==> src/operand_address_gen_consts.vh <==
/*
  Constants for the operand effective-address generator: addressing mode codes,
  address windows and register pair indices.
  Assumes it is included by its bare name from the design files.
*/
`ifndef OPERAND_ADDRESS_GEN_CONSTS_VH
`define OPERAND_ADDRESS_GEN_CONSTS_VH

// Addressing mode codes
`define MODE_DIRECT 3'h0
`define MODE_SHORT_DIRECT 3'h1
`define MODE_SPECIAL 3'h2
`define MODE_INDIRECT 3'h3
`define MODE_BASED 3'h4
`define MODE_STACK 3'h5
`define MODE_REGISTER 3'h6

// Address windows
`define SHORT_LOW_BASE 16'hfe00
`define SHORT_RAM_FIRST 16'hfe80
`define SHORT_RAM_LAST 16'hfeff
`define SHORT_SFR_FIRST 16'hff00
`define SHORT_SFR_LAST 16'hff1f
`define SPECIAL_PAGE 8'hff
`define SHORT_IMM_SFR_LAST 8'h1f

// Register pair indices
`define PAIR_ACCUMULATOR 2'h0
`define PAIR_COUNTER 2'h1
`define PAIR_INDIRECT 2'h2
`define PAIR_BASE 2'h3

`endif

==> src/short_direct_map.v <==
/*
  Maps an 8-bit short direct immediate onto the 160-byte window and classifies it.
  Assumes a purely combinational use from the address generator.
*/
`timescale 1ns/10ps
`include "operand_address_gen_consts.vh"

module short_direct_map (
  input wire [7:0] imm,
  output wire [15:0] addr,
  output wire in_window,
  output wire is_ram
);

  // Upper byte FE or FF, bit 8 set for immediates 00H..7FH
  assign addr = {7'h7f, ~imm[7], imm};

  // Window check and RAM/register split
  assign in_window = imm[7] | (imm <= `SHORT_IMM_SFR_LAST);
  assign is_ram = imm[7];

endmodule // short_direct_map

==> src/operand_address_gen.v <==
/*
  Operand effective-address generator: forms one registered 16-bit address and
  byte/word flag per operand access, and selects byte registers and pairs.
  The pulse outputs (address valid, register valid, address error) stand for
  exactly one cycle after the edge that takes a request; the data outputs
  hold their value until the next request.
  Assumes the decoder presents a request for one cycle with its fields, and the
  register file supplies the current pair values and stack pointer.
  Keeping the stack pointer inside internal RAM and word operands even is the
  caller's duty; the generator flags only the short direct faults it can see and the unused mode code.
  A word access uses the address as its low byte; the caller forms the +1.
*/
`timescale 1ns/10ps
`include "operand_address_gen_consts.vh"

module operand_address_gen (
  input wire mclk,
  input wire rst,
  input wire req,
  input wire [2:0] mode,
  input wire word,
  input wire [15:0] full_address_operand,
  input wire [7:0] imm8,
  input wire [2:0] reg_sel,
  input wire [1:0] register_pair_operand,
  input wire indirect_sel_base,
  input wire [15:0] indirect_pair,
  input wire [15:0] base_pair,
  input wire [15:0] stack_pointer,
  output wire addr_valid,
  output wire [15:0] eff_addr,
  output wire word_access,
  output wire to_ram,
  output wire to_sfr,
  output wire addr_error,
  output wire reg_valid,
  output wire [2:0] byte_reg_sel,
  output wire [1:0] pair_sel,
  output wire pair_mode
);

  // Short direct mapper results
  wire [15:0] short_addr;
  wire short_ok;
  wire short_ram;

  // Mode decode results before registering
  reg [15:0] addr_nxt;
  reg mem_nxt;
  reg err_nxt;

  // Short direct fault terms
  reg window_fault;
  reg odd_word;

  // Window classification of the selected address
  reg ram_nxt;
  reg sfr_nxt;

  // Registered results
  reg addr_valid_r;
  reg [15:0] eff_addr_r;
  reg word_access_r;
  reg to_ram_r;
  reg to_sfr_r;
  reg addr_error_r;
  reg reg_valid_r;
  reg [2:0] byte_reg_sel_r;
  reg [1:0] pair_sel_r;
  reg pair_mode_r;

  // Next values of the registered results
  reg addr_valid_nxt;
  reg [15:0] eff_addr_nxt;
  reg word_access_nxt;
  reg to_ram_nxt;
  reg to_sfr_nxt;
  reg addr_error_nxt;
  reg reg_valid_nxt;
  reg [2:0] byte_reg_sel_nxt;
  reg [1:0] pair_sel_nxt;
  reg pair_mode_nxt;

  // Short direct window mapping
  short_direct_map u_map (
    .imm(imm8),
    .addr(short_addr),
    .in_window(short_ok),
    .is_ram(short_ram)
  );

  // Faults that the short direct form can show; bytes 20H..7FH fall
  // outside the 160-byte window, and a word operand must sit on an even byte
  always @* begin
    window_fault = ~short_ok;
    odd_word = word & imm8[0];
  end

  // Effective address selection per mode; register mode and the
  // unused code raise no memory access
  always @* begin
    addr_nxt = 16'h0000;
    mem_nxt = 1'b1;
    err_nxt = 1'b0;
    case (mode)
      `MODE_DIRECT: addr_nxt = full_address_operand;
      `MODE_SHORT_DIRECT: begin
        addr_nxt = short_addr;
        err_nxt = window_fault | odd_word;
      end
      `MODE_SPECIAL: addr_nxt = {`SPECIAL_PAGE, imm8};
      `MODE_INDIRECT: addr_nxt = indirect_sel_base ? base_pair : indirect_pair;
      `MODE_BASED: addr_nxt = base_pair + {8'h00, imm8}; // Carry out dropped
      `MODE_STACK: addr_nxt = stack_pointer;
      `MODE_REGISTER: mem_nxt = 1'b0;
      default: begin
        mem_nxt = 1'b0;
        err_nxt = 1'b1;
      end
    endcase
  end

  // Internal RAM part and register page of the selected address
  always @* begin
    ram_nxt = (addr_nxt >= `SHORT_RAM_FIRST) & (addr_nxt <= `SHORT_RAM_LAST) & mem_nxt;
    sfr_nxt = (addr_nxt[15:8] == `SPECIAL_PAGE) & mem_nxt;
  end

  // Pulse outputs rise only after the edge that takes a request
  always @* begin
    addr_valid_nxt = req & mem_nxt;
    reg_valid_nxt = req & ~mem_nxt & ~err_nxt;
    addr_error_nxt = req & err_nxt;
  end

  // Memory side data loads on a request and holds between requests
  always @* begin
    eff_addr_nxt = eff_addr_r;
    word_access_nxt = word_access_r;
    to_ram_nxt = to_ram_r;
    to_sfr_nxt = to_sfr_r;
    if (req) begin
      eff_addr_nxt = addr_nxt;
      word_access_nxt = word;
      to_ram_nxt = ram_nxt;
      to_sfr_nxt = sfr_nxt;
    end
  end

  // Register side selection loads on a request and holds between requests
  always @* begin
    byte_reg_sel_nxt = byte_reg_sel_r;
    pair_sel_nxt = pair_sel_r;
    pair_mode_nxt = pair_mode_r;
    if (req) begin
      byte_reg_sel_nxt = reg_sel;
      pair_sel_nxt = register_pair_operand;
      pair_mode_nxt = word;
    end
  end

  // Pulse registers, cleared by reset
  always @(posedge mclk) begin
    if (rst) begin
      addr_valid_r <= 1'b0;
      reg_valid_r <= 1'b0;
      addr_error_r <= 1'b0;
    end else begin
      addr_valid_r <= addr_valid_nxt;
      reg_valid_r <= reg_valid_nxt;
      addr_error_r <= addr_error_nxt;
    end
  end

  // Memory side data registers, cleared by reset
  always @(posedge mclk) begin
    if (rst) begin
      eff_addr_r <= 16'h0000;
      word_access_r <= 1'b0;
      to_ram_r <= 1'b0;
      to_sfr_r <= 1'b0;
    end else begin
      eff_addr_r <= eff_addr_nxt;
      word_access_r <= word_access_nxt;
      to_ram_r <= to_ram_nxt;
      to_sfr_r <= to_sfr_nxt;
    end
  end

  // Register side selection registers, cleared by reset
  always @(posedge mclk) begin
    if (rst) begin
      byte_reg_sel_r <= 3'h0;
      pair_sel_r <= 2'h0;
      pair_mode_r <= 1'b0;
    end else begin
      byte_reg_sel_r <= byte_reg_sel_nxt;
      pair_sel_r <= pair_sel_nxt;
      pair_mode_r <= pair_mode_nxt;
    end
  end

  // Pulse outputs straight from their registers
  assign addr_valid = addr_valid_r;
  assign reg_valid = reg_valid_r;
  assign addr_error = addr_error_r;

  // Memory side outputs straight from their registers
  assign eff_addr = eff_addr_r;
  assign word_access = word_access_r;
  assign to_ram = to_ram_r;
  assign to_sfr = to_sfr_r;

  // Register side outputs straight from their registers
  assign byte_reg_sel = byte_reg_sel_r;
  assign pair_sel = pair_sel_r;
  assign pair_mode = pair_mode_r;

endmodule // operand_address_gen

==> config.mk <==
export PLATFORM = sky130hd
export DESIGN_NAME = operand_address_gen
export DESIGN_NICKNAME = d
export VERILOG_FILES = /design/src/short_direct_map.v /design/src/operand_address_gen.v
export VERILOG_INCLUDE_DIRS = /design/src
export SDC_FILE = /design/constraint.sdc
export NUM_CORES = 1
export LEC_CHECK = 0
export ABC_CLOCK_PERIOD_IN_PS = 3690
export BUFFER_PORTS_ARGS = -buffer_cell sky130_fd_sc_hd__buf_2
export CORE_ASPECT_RATIO = 1.25
export CORE_MARGIN = 8
export CORE_UTILIZATION = 47
export CTS_BUF_LIST = sky130_fd_sc_hd__clkbuf_4
export DETAILED_ROUTE_END_ITERATION = 6
export GPL_TIMING_DRIVEN = 0
export HOLD_SLACK_MARGIN = 0.06
export PLACE_DENSITY = 0.82
export SYNTH_ARGS = -nofsm -noshare
export SYNTH_HDL_FRONTEND = slang
export SYNTH_SLANG_ARGS = --single-unit
==> constraint.sdc <==
create_clock -name mclk -period 3.69 [get_ports mclk]
set_clock_uncertainty 0.15 [all_clocks]
set_input_delay 0.1845 -clock mclk [delete_from_list [all_inputs] [get_ports mclk]]
set_output_delay 0.1845 -clock mclk [all_outputs]
set_load 0.005 [all_outputs]
==> flow_summary.json, run 1 <==
{
  "synthTopCellsByArea": "dfxtp_1 (24%), mux2i_1 (10%), nor2_1 (8.0%), a21oi_1 (7.0%), nand2_1 (4.4%)",
  "dpl_cell_area_mm2": 0.00292,
  "dp_slack_ns": 0.866,
  "clk_pin_slew_worst_paths_ns": 0.15,
  "async_flop_share_pct": 0,
  "grt_max_degree": 17,
  "path_cells": "buf_2 -> ha_1 -> inv_1 -> fa_1 -> and2b_1 -> o2111ai_2 -> a31o_1 -> or3_1 -> a21oi_1 -> o2111ai_1 -> o31ai_1",
  "maxCapViolCount": 0,
  "ir_drop_uv": 144,
  "setup_viol": 0,
  "seqPwrFrac_pct": 42.1,
  "crit_path_start_kind": "input pin",
  "synth_compound_area_share_pct": 30.4,
  "drtAntennaViolNets": 0,
  "synth_top_family_by_area": "compound AO/OA/AOI/OAI gates",
  "whs_ns": 0.101,
  "postCtsResizedCells": 0,
  "slowest_stage": "fa_1",
  "max_stage_delay_ns": 0.39,
  "report.final.slew_viol_count": 0,
  "tritoncts": "yes",
  "clock_sinks": 27,
  "yosysTopAreaCell": "dfxtp_1",
  "numPortBuffers": 110,
  "worst_pin_slew_ns": 1.00,
  "timing.final.crit_share_pct": 69.0,
  "die_w_um": 78.5,
  "powerDensity_mw_per_mm2": 246,
  "synth_edf_count": 0,
  "finalHoldViolations": 0,
  "rsz0062_at_grt": "no",
  "wl_mm": 8.20,
  "worst-path-buf-inv": 2,
  "arrival_ns": 2.65,
  "die-area_mm2": 0.00738,
  "synthAdderAreaFrac_pct": 5.24,
  "avgSynthCellArea_um2": 7.28,
  "synthTopCellsByCount": "nor2_1 (49), a21oi_1 (32), dfxtp_1 (27), nand2_1 (27), mux2i_1 (23)",
  "antenna_found_initial": 0,
  "clk-insertion-delay-late_ns": 0.33,
  "dr.pass1.iters": 4,
  "cts_root_buf": "clkbuf_4",
  "routedWlPerCell_um": 16.5,
  "fin_tns_setup_ns": 0,
  "netlist_instances": 315,
  "crit_family": "compound AO/OA/AOI/OAI gates",
  "path_class": "input pin to flip-flop",
  "via_per_inst": 5.62,
  "p_int_uw": 485,
  "mappedNetlistArea_mm2": 0.00229,
  "cts_buffer_depth": 2,
  "hold_path_class": "input pin to flip-flop",
  "die_height_um": 94.1,
  "grt_pass1_vias": 2807,
  "route.detailed.drc": 0,
  "place_hpwl_mm": 6.74,
  "ioPinCount": 113,
  "track_usage_pct": 21.5,
  "status": "finished clean",
  "synthMuxAreaShare_pct": 10.5,
  "coreArea_mm2": 0.00473,
  "synth.most_common_cell": "nor2_1",
  "fin_ws_ns": 1.14,
  "design_area_mm2": 0.00303,
  "yosysTopAreaCellShare_pct": 23.6,
  "p_clk_share_pct": 17.3,
  "row_count": 28,
  "min_period_ns": 2.55,
  "grt.overflow.total": 0,
  "max_freq_ghz": 0.393,
  "htree_num_levels": 1,
  "syn_nets": 409,
  "antenna_cells": 0,
  "drive_gt1_share_pct": 30.2,
  "num_vias": 2793,
  "pwr-share-comb_pct": 40.6,
  "grt_pass1_wl_mm": 13.2,
  "required_ns": 3.79,
  "globalplace.congestion": 0.954,
  "cp-end-kind": "flip-flop",
  "synthDistinctLibCells": 53,
  "synth_seq_cells": 27,
  "worstPathMaxFanout": 5,
  "yosys_warnings": 0,
  "start_util_pct": 48.5,
  "power_uw": 746,
  "ys_seq_area_share_pct": 23.6,
  "p_leak_uw": 0.00144,
  "synth_xor_area_share_pct": 2.29,
  "p_sw_uw": 261,
  "synth_flop_cell": "dfxtp_1",
  "switching_share_pct": 35.0,
  "relSlewSlack_pct": 32.6,
  "cts_made_buffers": 3,
  "area_growth_pct": 32.1,
  "initialDrtViolationCount": 125,
  "finalNetCount": 532,
  "yosys.area_share.simple_pct": 22.3
}
power groups by stage:
stage               Sequential (uW)  Clock (uW)  Combinational, uW
finish                          314         129                303
global route                    316         145                333
CTS                             314         129                299
detailed placement              320           0                291
global placement                320           0                286
floorplan                       322           0                176
layout make-up:
type                            instances  area [um^2]
Clock buffer                            3         22.5
Multi-Input combinational cell        258         1620
Inverter                                9         33.8
Tap cell                               60         75.1
Fill cell                             462         1700
Clock inverter                          1         7.51
Buffer                                 21         95.1
Sequential cell                        27          541
Timing Repair Buffer                  118          631
worst paths after layout:
kind	startpoint	end	slack, ns	cells past startpoint
max reg2reg	pair_mode	pair_mode	2.90	2
min reg2reg	eff_addr[9]	eff_addr[9]	0.30	2
max	imm8[0]	to_ram	1.14	11
min	stack_pointer[4]	eff_addr[4]	0.10	5
flip-flops by register name, indices dropped and copies added (netlist names):
signal        cells
to_ram            1
eff_addr         16
reg_valid         1
pair_sel          2
to_sfr            1
pair_mode         1
byte_reg_sel      3
addr_valid        1
addr_error        1
layout by cell type (no fill, tap or decap), drive strengths merged, types with 6 or more instances in the layout:
cell type,synthesis,layout
o211ai,6,6
o21ai,20,20
a211oi,7,7
clkbuf,9,12
inv,8,8
ha,8,8
nor2,49,49
o22ai,12,12
mux2i,23,23
dlygate4sd3,0,8
or3,6,6
a21oi,33,33
a22oi,6,6
buf,12,122
nand3,7,7
dfxtp,27,27
nand2,28,28
worst min-delay path, stage by stage:
cell and delay [ns]:
buf_2 0.08, nand2_1 0.04, o21ai_0 0.06, a21oi_1 0.08
o21ai_0 0.12
repair_timing:
item                      4_1_cts  5_1_grt
buffers inserted                0        0
hold buffers                    8        0
hold endpoints to repair        8        0
cells by family (layout without fill, tap and decap cells):
family                     Yosys count  count (layout)
and+or+nand+nor                    111             111
AOI/OAI and AO/OA                  108             108
buffers and inverters               30             152
DFF                                 27              27
muxes                               24              24
adders and majority gates            9               9
xor gates and xnor gates             6               6
metrics by stage:
step / cells / utilization, %
after CTS: 497 / 64.0
after global routing: 497 / 64.0
after global placement: 485 / 61.7
after detailed placement: 485 / 61.7
after floorplan: 315 / -
final: 497 / 64.0
per-layer routing:
layer | GRT usage, % | wire [um]
met4 | 7.89 | 129
met5 | 0 | 0
met1 | 24.9 | 3310
met3 | 3.35 | 593
met2 | 38.6 | 4170
Note: power is estimated with default switching activity, not from simulation.
==> run 2: changes to the inputs <==
--- a/config.mk
+++ b/config.mk
@@ -6,16 +6,16 @@
 export SDC_FILE = /design/constraint.sdc
 export NUM_CORES = 1
 export LEC_CHECK = 0
-export ABC_CLOCK_PERIOD_IN_PS = 3690
+export ABC_CLOCK_PERIOD_IN_PS = 2300
 export BUFFER_PORTS_ARGS = -buffer_cell sky130_fd_sc_hd__buf_2
 export CORE_ASPECT_RATIO = 1.25
 export CORE_MARGIN = 8
-export CORE_UTILIZATION = 47
+export CORE_UTILIZATION = 43
 export CTS_BUF_LIST = sky130_fd_sc_hd__clkbuf_4
 export DETAILED_ROUTE_END_ITERATION = 6
 export GPL_TIMING_DRIVEN = 0
 export HOLD_SLACK_MARGIN = 0.06
-export PLACE_DENSITY = 0.82
+export PLACE_DENSITY = 0.79
 export SYNTH_ARGS = -nofsm -noshare
 export SYNTH_HDL_FRONTEND = slang
 export SYNTH_SLANG_ARGS = --single-unit
==> constraint.sdc (replaced) <==
create_clock -name mclk -period 2.3 [get_ports mclk]
set_clock_uncertainty 0.15 [all_clocks]
set_input_delay 0.115 -clock mclk [delete_from_list [all_inputs] [get_ports mclk]]
set_output_delay 0.115 -clock mclk [all_outputs]
set_load 0.005 [all_outputs]
==> run 2 against run 1 <==
  * Power increased by 63%
  * Worst hold slack better by 0.0053 ns
  * Sequential power up 61%
  * Global-route usage decreased by 1.6 points
  * Final cell count increased by 1.0%
  * First-iteration DRC count is 11% higher
  * Combinational power rose by 69%
==> flow_summary.json, run 2 (same netlist as run 1, synthesis figures left out) <==
{
  "hold_path_class": "input pin to flip-flop",
  "htree_num_levels": 1,
  "worstPathMaxFanout": 5,
  "final_cell_mix": "buf_2 (112), nor2_1 (49), a21oi_1 (30)",
  "tritoncts": "yes",
  "cts_buffer_depth": 2,
  "wl_mm": 8.43,
  "clk_pin_slew_worst_paths_ns": 0.13,
  "slowest_stage": "or3_4",
  "finalHoldViolations": 0,
  "fin_ws_ns": 0.0656,
  "worst_pin_slew_ns": 1.14,
  "use_met3_pct": 1.76,
  "numPortBuffers": 110,
  "cts_root_buf": "clkbuf_4",
  "ir_drop_uv": 187,
  "die_w_um": 81.3,
  "finalNetCount": 535,
  "initialDrtViolationCount": 139,
  "mostFrequentLayoutCell": "buf_2",
  "ioPinCount": 113,
  "relSlewSlack_pct": 23.2,
  "setup_viol": 0,
  "place_hpwl_mm": 6.85,
  "p_leak_uw": 0.00147,
  "routedWlPerCell_um": 16.8,
  "row_count": 29,
  "largest_reg_flops": 16,
  "globalplace.congestion": 0.928,
  "max_freq_ghz": 0.448,
  "coreArea_mm2": 0.00512,
  "dp_slack_ns": -0.362,
  "track_usage_pct": 19.9,
  "clock_sinks": 27,
  "antenna_cells": 0,
  "power_uw": 1220,
  "path_class": "input pin to flip-flop",
  "drtAntennaViolNets": 0,
  "via_per_inst": 5.60,
  "grt_pass1_wl_mm": 13.0,
  "powerDensity_mw_per_mm2": 386,
  "report.final.slew_viol_count": 0,
  "grt_max_degree": 16,
  "crit_path_start_kind": "input pin",
  "required_ns": 2.40,
  "cts_made_buffers": 3,
  "top_usage_layer": "met2",
  "min_period_ns": 2.23,
  "antenna_found_initial": 0,
  "die-area_mm2": 0.00794,
  "met1_usage_pct": 24.2,
  "stdcell_count": 502,
  "maxCapViolCount": 0,
  "start_util_pct": 44.8,
  "num_vias": 2810,
  "route.detailed.drc": 0,
  "max_stage_delay_ns": 0.34,
  "timing.final.crit_share_pct": 97.1,
  "grt_pass1_vias": 2728,
  "clk-insertion-delay-late_ns": 0.33,
  "path_cells": "buf_4 -> ha_4 -> inv_2 -> fa_2 -> and2b_2 -> o2111ai_4 -> a31o_4 -> or3_4 -> a21oi_4 -> o2111ai_2 -> o31ai_1",
  "cp-end-kind": "flip-flop",
  "drive_gt1_share_pct": 33.0,
  "arrival_ns": 2.33,
  "dr.pass1.iters": 7,
  "dp_cells": 487,
  "use_met2_pct": 35.0,
  "utilization_pct": 61.5,
  "grt.overflow.total": 0,
  "area_growth_pct": 37.3,
  "die_height_um": 97.7,
  "status": "finished clean"
}
run 2: cell count changes in the layout (fill, tap and decap cells not counted), moves of 2 or more:
cell and delta:
buf_4 +3, a21oi_1 -2, a21oi_4 +2, or3_4 +2, dlygate4sd3_1 +2, or3_1 -2, buf_2 -2
run 2: what timing repair did:
item,4_1_cts,5_1_grt
gates resized for setup,1,10
hold endpoints to repair,9,0
pin swaps,1,11
buffers inserted,1,0
hold buffers,10,0
gates cloned,0,0
setup endpoints to repair,2,2
run 2: final timing paths:
| kind | startpoint | endpoint | slack, ns | cells after the start |
|---|---|---|---|---|
| setup / recovery | imm8[0] | to_ram | 0.07 | 11 |
| hold / removal | base_pair[13] | eff_addr[13] | 0.11 | 4 |
| setup reg to reg | eff_addr[0] | eff_addr[0] | 1.49 | 2 |
| hold reg to reg | eff_addr[14] | eff_addr[14] | 0.30 | 2 |
run 2: where the power goes:
group | total (uW) | switching, uW | internal (uW) | leakage [uW]
clock network | 199 | 133 | 65.3 | 0.0000177
logic | 512 | 280 | 232 | 0.00123
registers | 504 | 11.6 | 492 | 0.000221
total | 1220 | 425 | 790 | 0.00147
run 2: final cells by class:
| cell class | instances | area (um^2) |
|---|---|---|
| clock buffers | 3 | 22.5 |
| clock inverters | 1 | 5.00 |
| flip-flops and latches | 27 | 541 |
| plain buffers | 21 | 95.1 |
| well taps | 62 | 77.6 |
| fillers | 470 | 1970 |
| multi-input cells | 258 | 1710 |
| repair buffers | 121 | 663 |
| inverters | 9 | 33.8 |
run 2: critical path, delay by kind of cell:
family          cells  cell delay (ns)
fa+ha+maj           2             0.45
buf+inv             2             0.15
simple gates        2             0.61
compound gates      5             0.99
run 2: per-layer routing:
metal	wire, um	vias to the layer above
met2	4250	134
met1	3490	1264
li1	-	1400
met5	0	-
met3	541	12
met4	150	0
run 2: through the flow:
step           hold WS [ns]  instance area, um^2  setup TNS, ns
2_1_floorplan        0.0976                 2320        -0.0178
6_report              0.106                 3150              0
5_1_grt               0.120                 3150       -0.00403
3_5_place_dp          0.214                 2950          -1.14
3_3_place_gp          0.200                 2950          -1.10
4_1_cts              0.0943                 3090              0
==> run 3: changes to the inputs <==
--- a/config.mk
+++ b/config.mk
@@ -8,7 +8,7 @@
 export LEC_CHECK = 0
 export ABC_CLOCK_PERIOD_IN_PS = 2300
 export BUFFER_PORTS_ARGS = -buffer_cell sky130_fd_sc_hd__buf_2
-export CORE_ASPECT_RATIO = 1.25
+export CORE_ASPECT_RATIO = 1.2
 export CORE_MARGIN = 8
 export CORE_UTILIZATION = 43
 export CTS_BUF_LIST = sky130_fd_sc_hd__clkbuf_4
==> run 3 against run 2 <==
  * Worst hold slack worse by 0.0021 ns
  * Final cell count up 0.40%
  * Sequential cell count unchanged
  * Sequential share of layout area about the same
  * Power down 0.61%
  * Cell area down 0.16%
  * Highest routed layer unchanged
  * Fmax up 0.55%
  * Die area about the same
  * Non-clock buffer count up 2
==> flow_summary.json, run 3 (same netlist as run 1, synthesis figures left out) <==
{
  "status": "finished clean",
  "initialDrtViolationCount": 147,
  "largest_reg_flops": 16,
  "clock_sinks": 27,
  "cts_root_buf": "clkbuf_4",
  "maxCapViolCount": 0,
  "coreArea_mm2": 0.00523,
  "grt_pass1_wl_mm": 12.8,
  "start_util_pct": 43.9,
  "p_clk_share_pct": 16.3,
  "multiInputGateArea_mm2": 0.00169,
  "routedWlPerCell_um": 16.3,
  "antenna_cells": 0,
  "row_count": 29,
  "p_int_uw": 788,
  "seqPwrFrac_pct": 41.7,
  "arrival_ns": 2.31,
  "fin_tns_setup_ns": 0,
  "required_ns": 2.39,
  "cp-end-kind": "flip-flop",
  "p_sw_uw": 419,
  "finalNetCount": 537,
  "numPortBuffers": 110,
  "num_vias": 2798,
  "relSlewSlack_pct": 34.9,
  "die_height_um": 96,
  "drtAntennaViolNets": 0,
  "grt.overflow.total": 0,
  "clk-insertion-delay-late_ns": 0.33,
  "powerDensity_mw_per_mm2": 384,
  "via_per_inst": 5.55,
  "final_cell_mix": "buf_2 (113), nor2_1 (49), a21oi_1 (30)",
  "rsz0062_at_grt": "no",
  "seq_area_um2": 541,
  "min_period_ns": 2.22,
  "p_leak_uw": 0.00148,
  "crit_path_start_kind": "input pin",
  "cts_made_buffers": 3,
  "path_class": "input pin to flip-flop",
  "finalHoldViolations": 0,
  "ioPinCount": 113,
  "utilization_pct": 60.2,
  "timing.final.crit_share_pct": 96.6,
  "ir_drop_uv": 205,
  "area_growth_pct": 37.0,
  "antenna_found_initial": 0,
  "fillers": 493,
  "setup_viol": 0,
  "dr.pass1.iters": 4,
  "track_usage_pct": 20.1,
  "report.final.slew_viol_count": 0,
  "worstPathMaxFanout": 5,
  "htree_num_levels": 1,
  "wl_mm": 8.21,
  "drive_gt1_share_pct": 32.8,
  "pwr-share-comb_pct": 42.0,
  "die-area_mm2": 0.00794,
  "clk_pin_slew_worst_paths_ns": 0.13,
  "cts_buffer_depth": 2,
  "hold_path_class": "input pin to flip-flop",
  "max_freq_ghz": 0.450,
  "globalplace.congestion": 0.950,
  "worst_pin_slew_ns": 0.969,
  "mostFrequentLayoutCell": "buf_2",
  "switching_share_pct": 34.7,
  "grt_pass1_vias": 2804,
  "route.detailed.drc": 0,
  "grt_max_degree": 16,
  "place_hpwl_mm": 6.67,
  "tritoncts": "yes",
  "die_w_um": 82.7
}
-- run 3: final timing paths --
check,cells after the start,start,slack (ns),endpoint
worst max-delay path,11,imm8[0],0.08,to_sfr
worst min-delay path,4,base_pair[13],0.10,eff_addr[13]
worst max register to register,2,eff_addr[0],1.49,eff_addr[0]
worst min register to register,2,eff_addr[9],0.30,eff_addr[9]
-- run 3: power groups by stage --
stage                     Clock [uW]  Sequential [uW]  Combinational [uW]
after global routing             219              507                 560
after floorplan                    0              517                 287
after detailed placement           0              514                 472
after CTS                        203              504                 489
after global placement             0              513                 466
final                            197              504                 507
-- run 3: layout make-up --
| type | instances | share of cell area, % |
|---|---|---|
| multi-input cells | 258 | 53.9 |
| repair buffers | 123 | 21.5 |
| flip-flops and latches | 27 | 17.2 |
| plain buffers | 21 | 3.03 |
| well taps | 62 | 2.47 |
| inverters | 9 | 1.07 |
| clock buffers | 3 | 0.717 |
| clock inverters | 1 | 0.159 |
-- run 3: repair_timing --
item                                   in CTS  in global routing
hold buffers                               10                  0
setup endpoints to repair                   2                  3
pin swaps                                   2                  5
resized for setup                           1                  6
gates cloned                                0                  0
setup buffers                               2                  1
endpoints found under the hold margin      10                  0
-- run 3: routing by layer --
layer  GRT usage [%]  up-vias  wire [um]
met1            23.5     1278       3270
met5               0        -          0
met4            9.22        0        155
met3            2.90       11        571
met2            35.0      103       4220
li1                -     1406          -
-- run 3: critical path: stages --
cell and delay (ns):
buf_4 0.11, ha_4 0.14, inv_2 0.03, fa_2 0.32, and2b_2 0.26, o2111ai_4 0.14, a31o_4 0.29, or3_4 0.39
a21oi_4 0.14, o221ai_2 0.12, o31ai_1 0.24
-- run 3: metrics by stage --
step | total power (uW) | hold slack, ns | setup WS [ns] | cell area, um^2 | cells
2_1_floorplan | 803 | 0.0976 | -0.0178 | 2320 | 315
3_3_place_gp | 979 | 0.203 | -0.350 | 2950 | 487
3_5_place_dp | 986 | 0.208 | -0.362 | 2950 | 487
4_1_cts | 1200 | 0.0930 | 0.0103 | 3090 | 503
5_1_grt | 1290 | 0.132 | 0.00227 | 3140 | 504
6_report | 1210 | 0.104 | 0.0778 | 3140 | 504
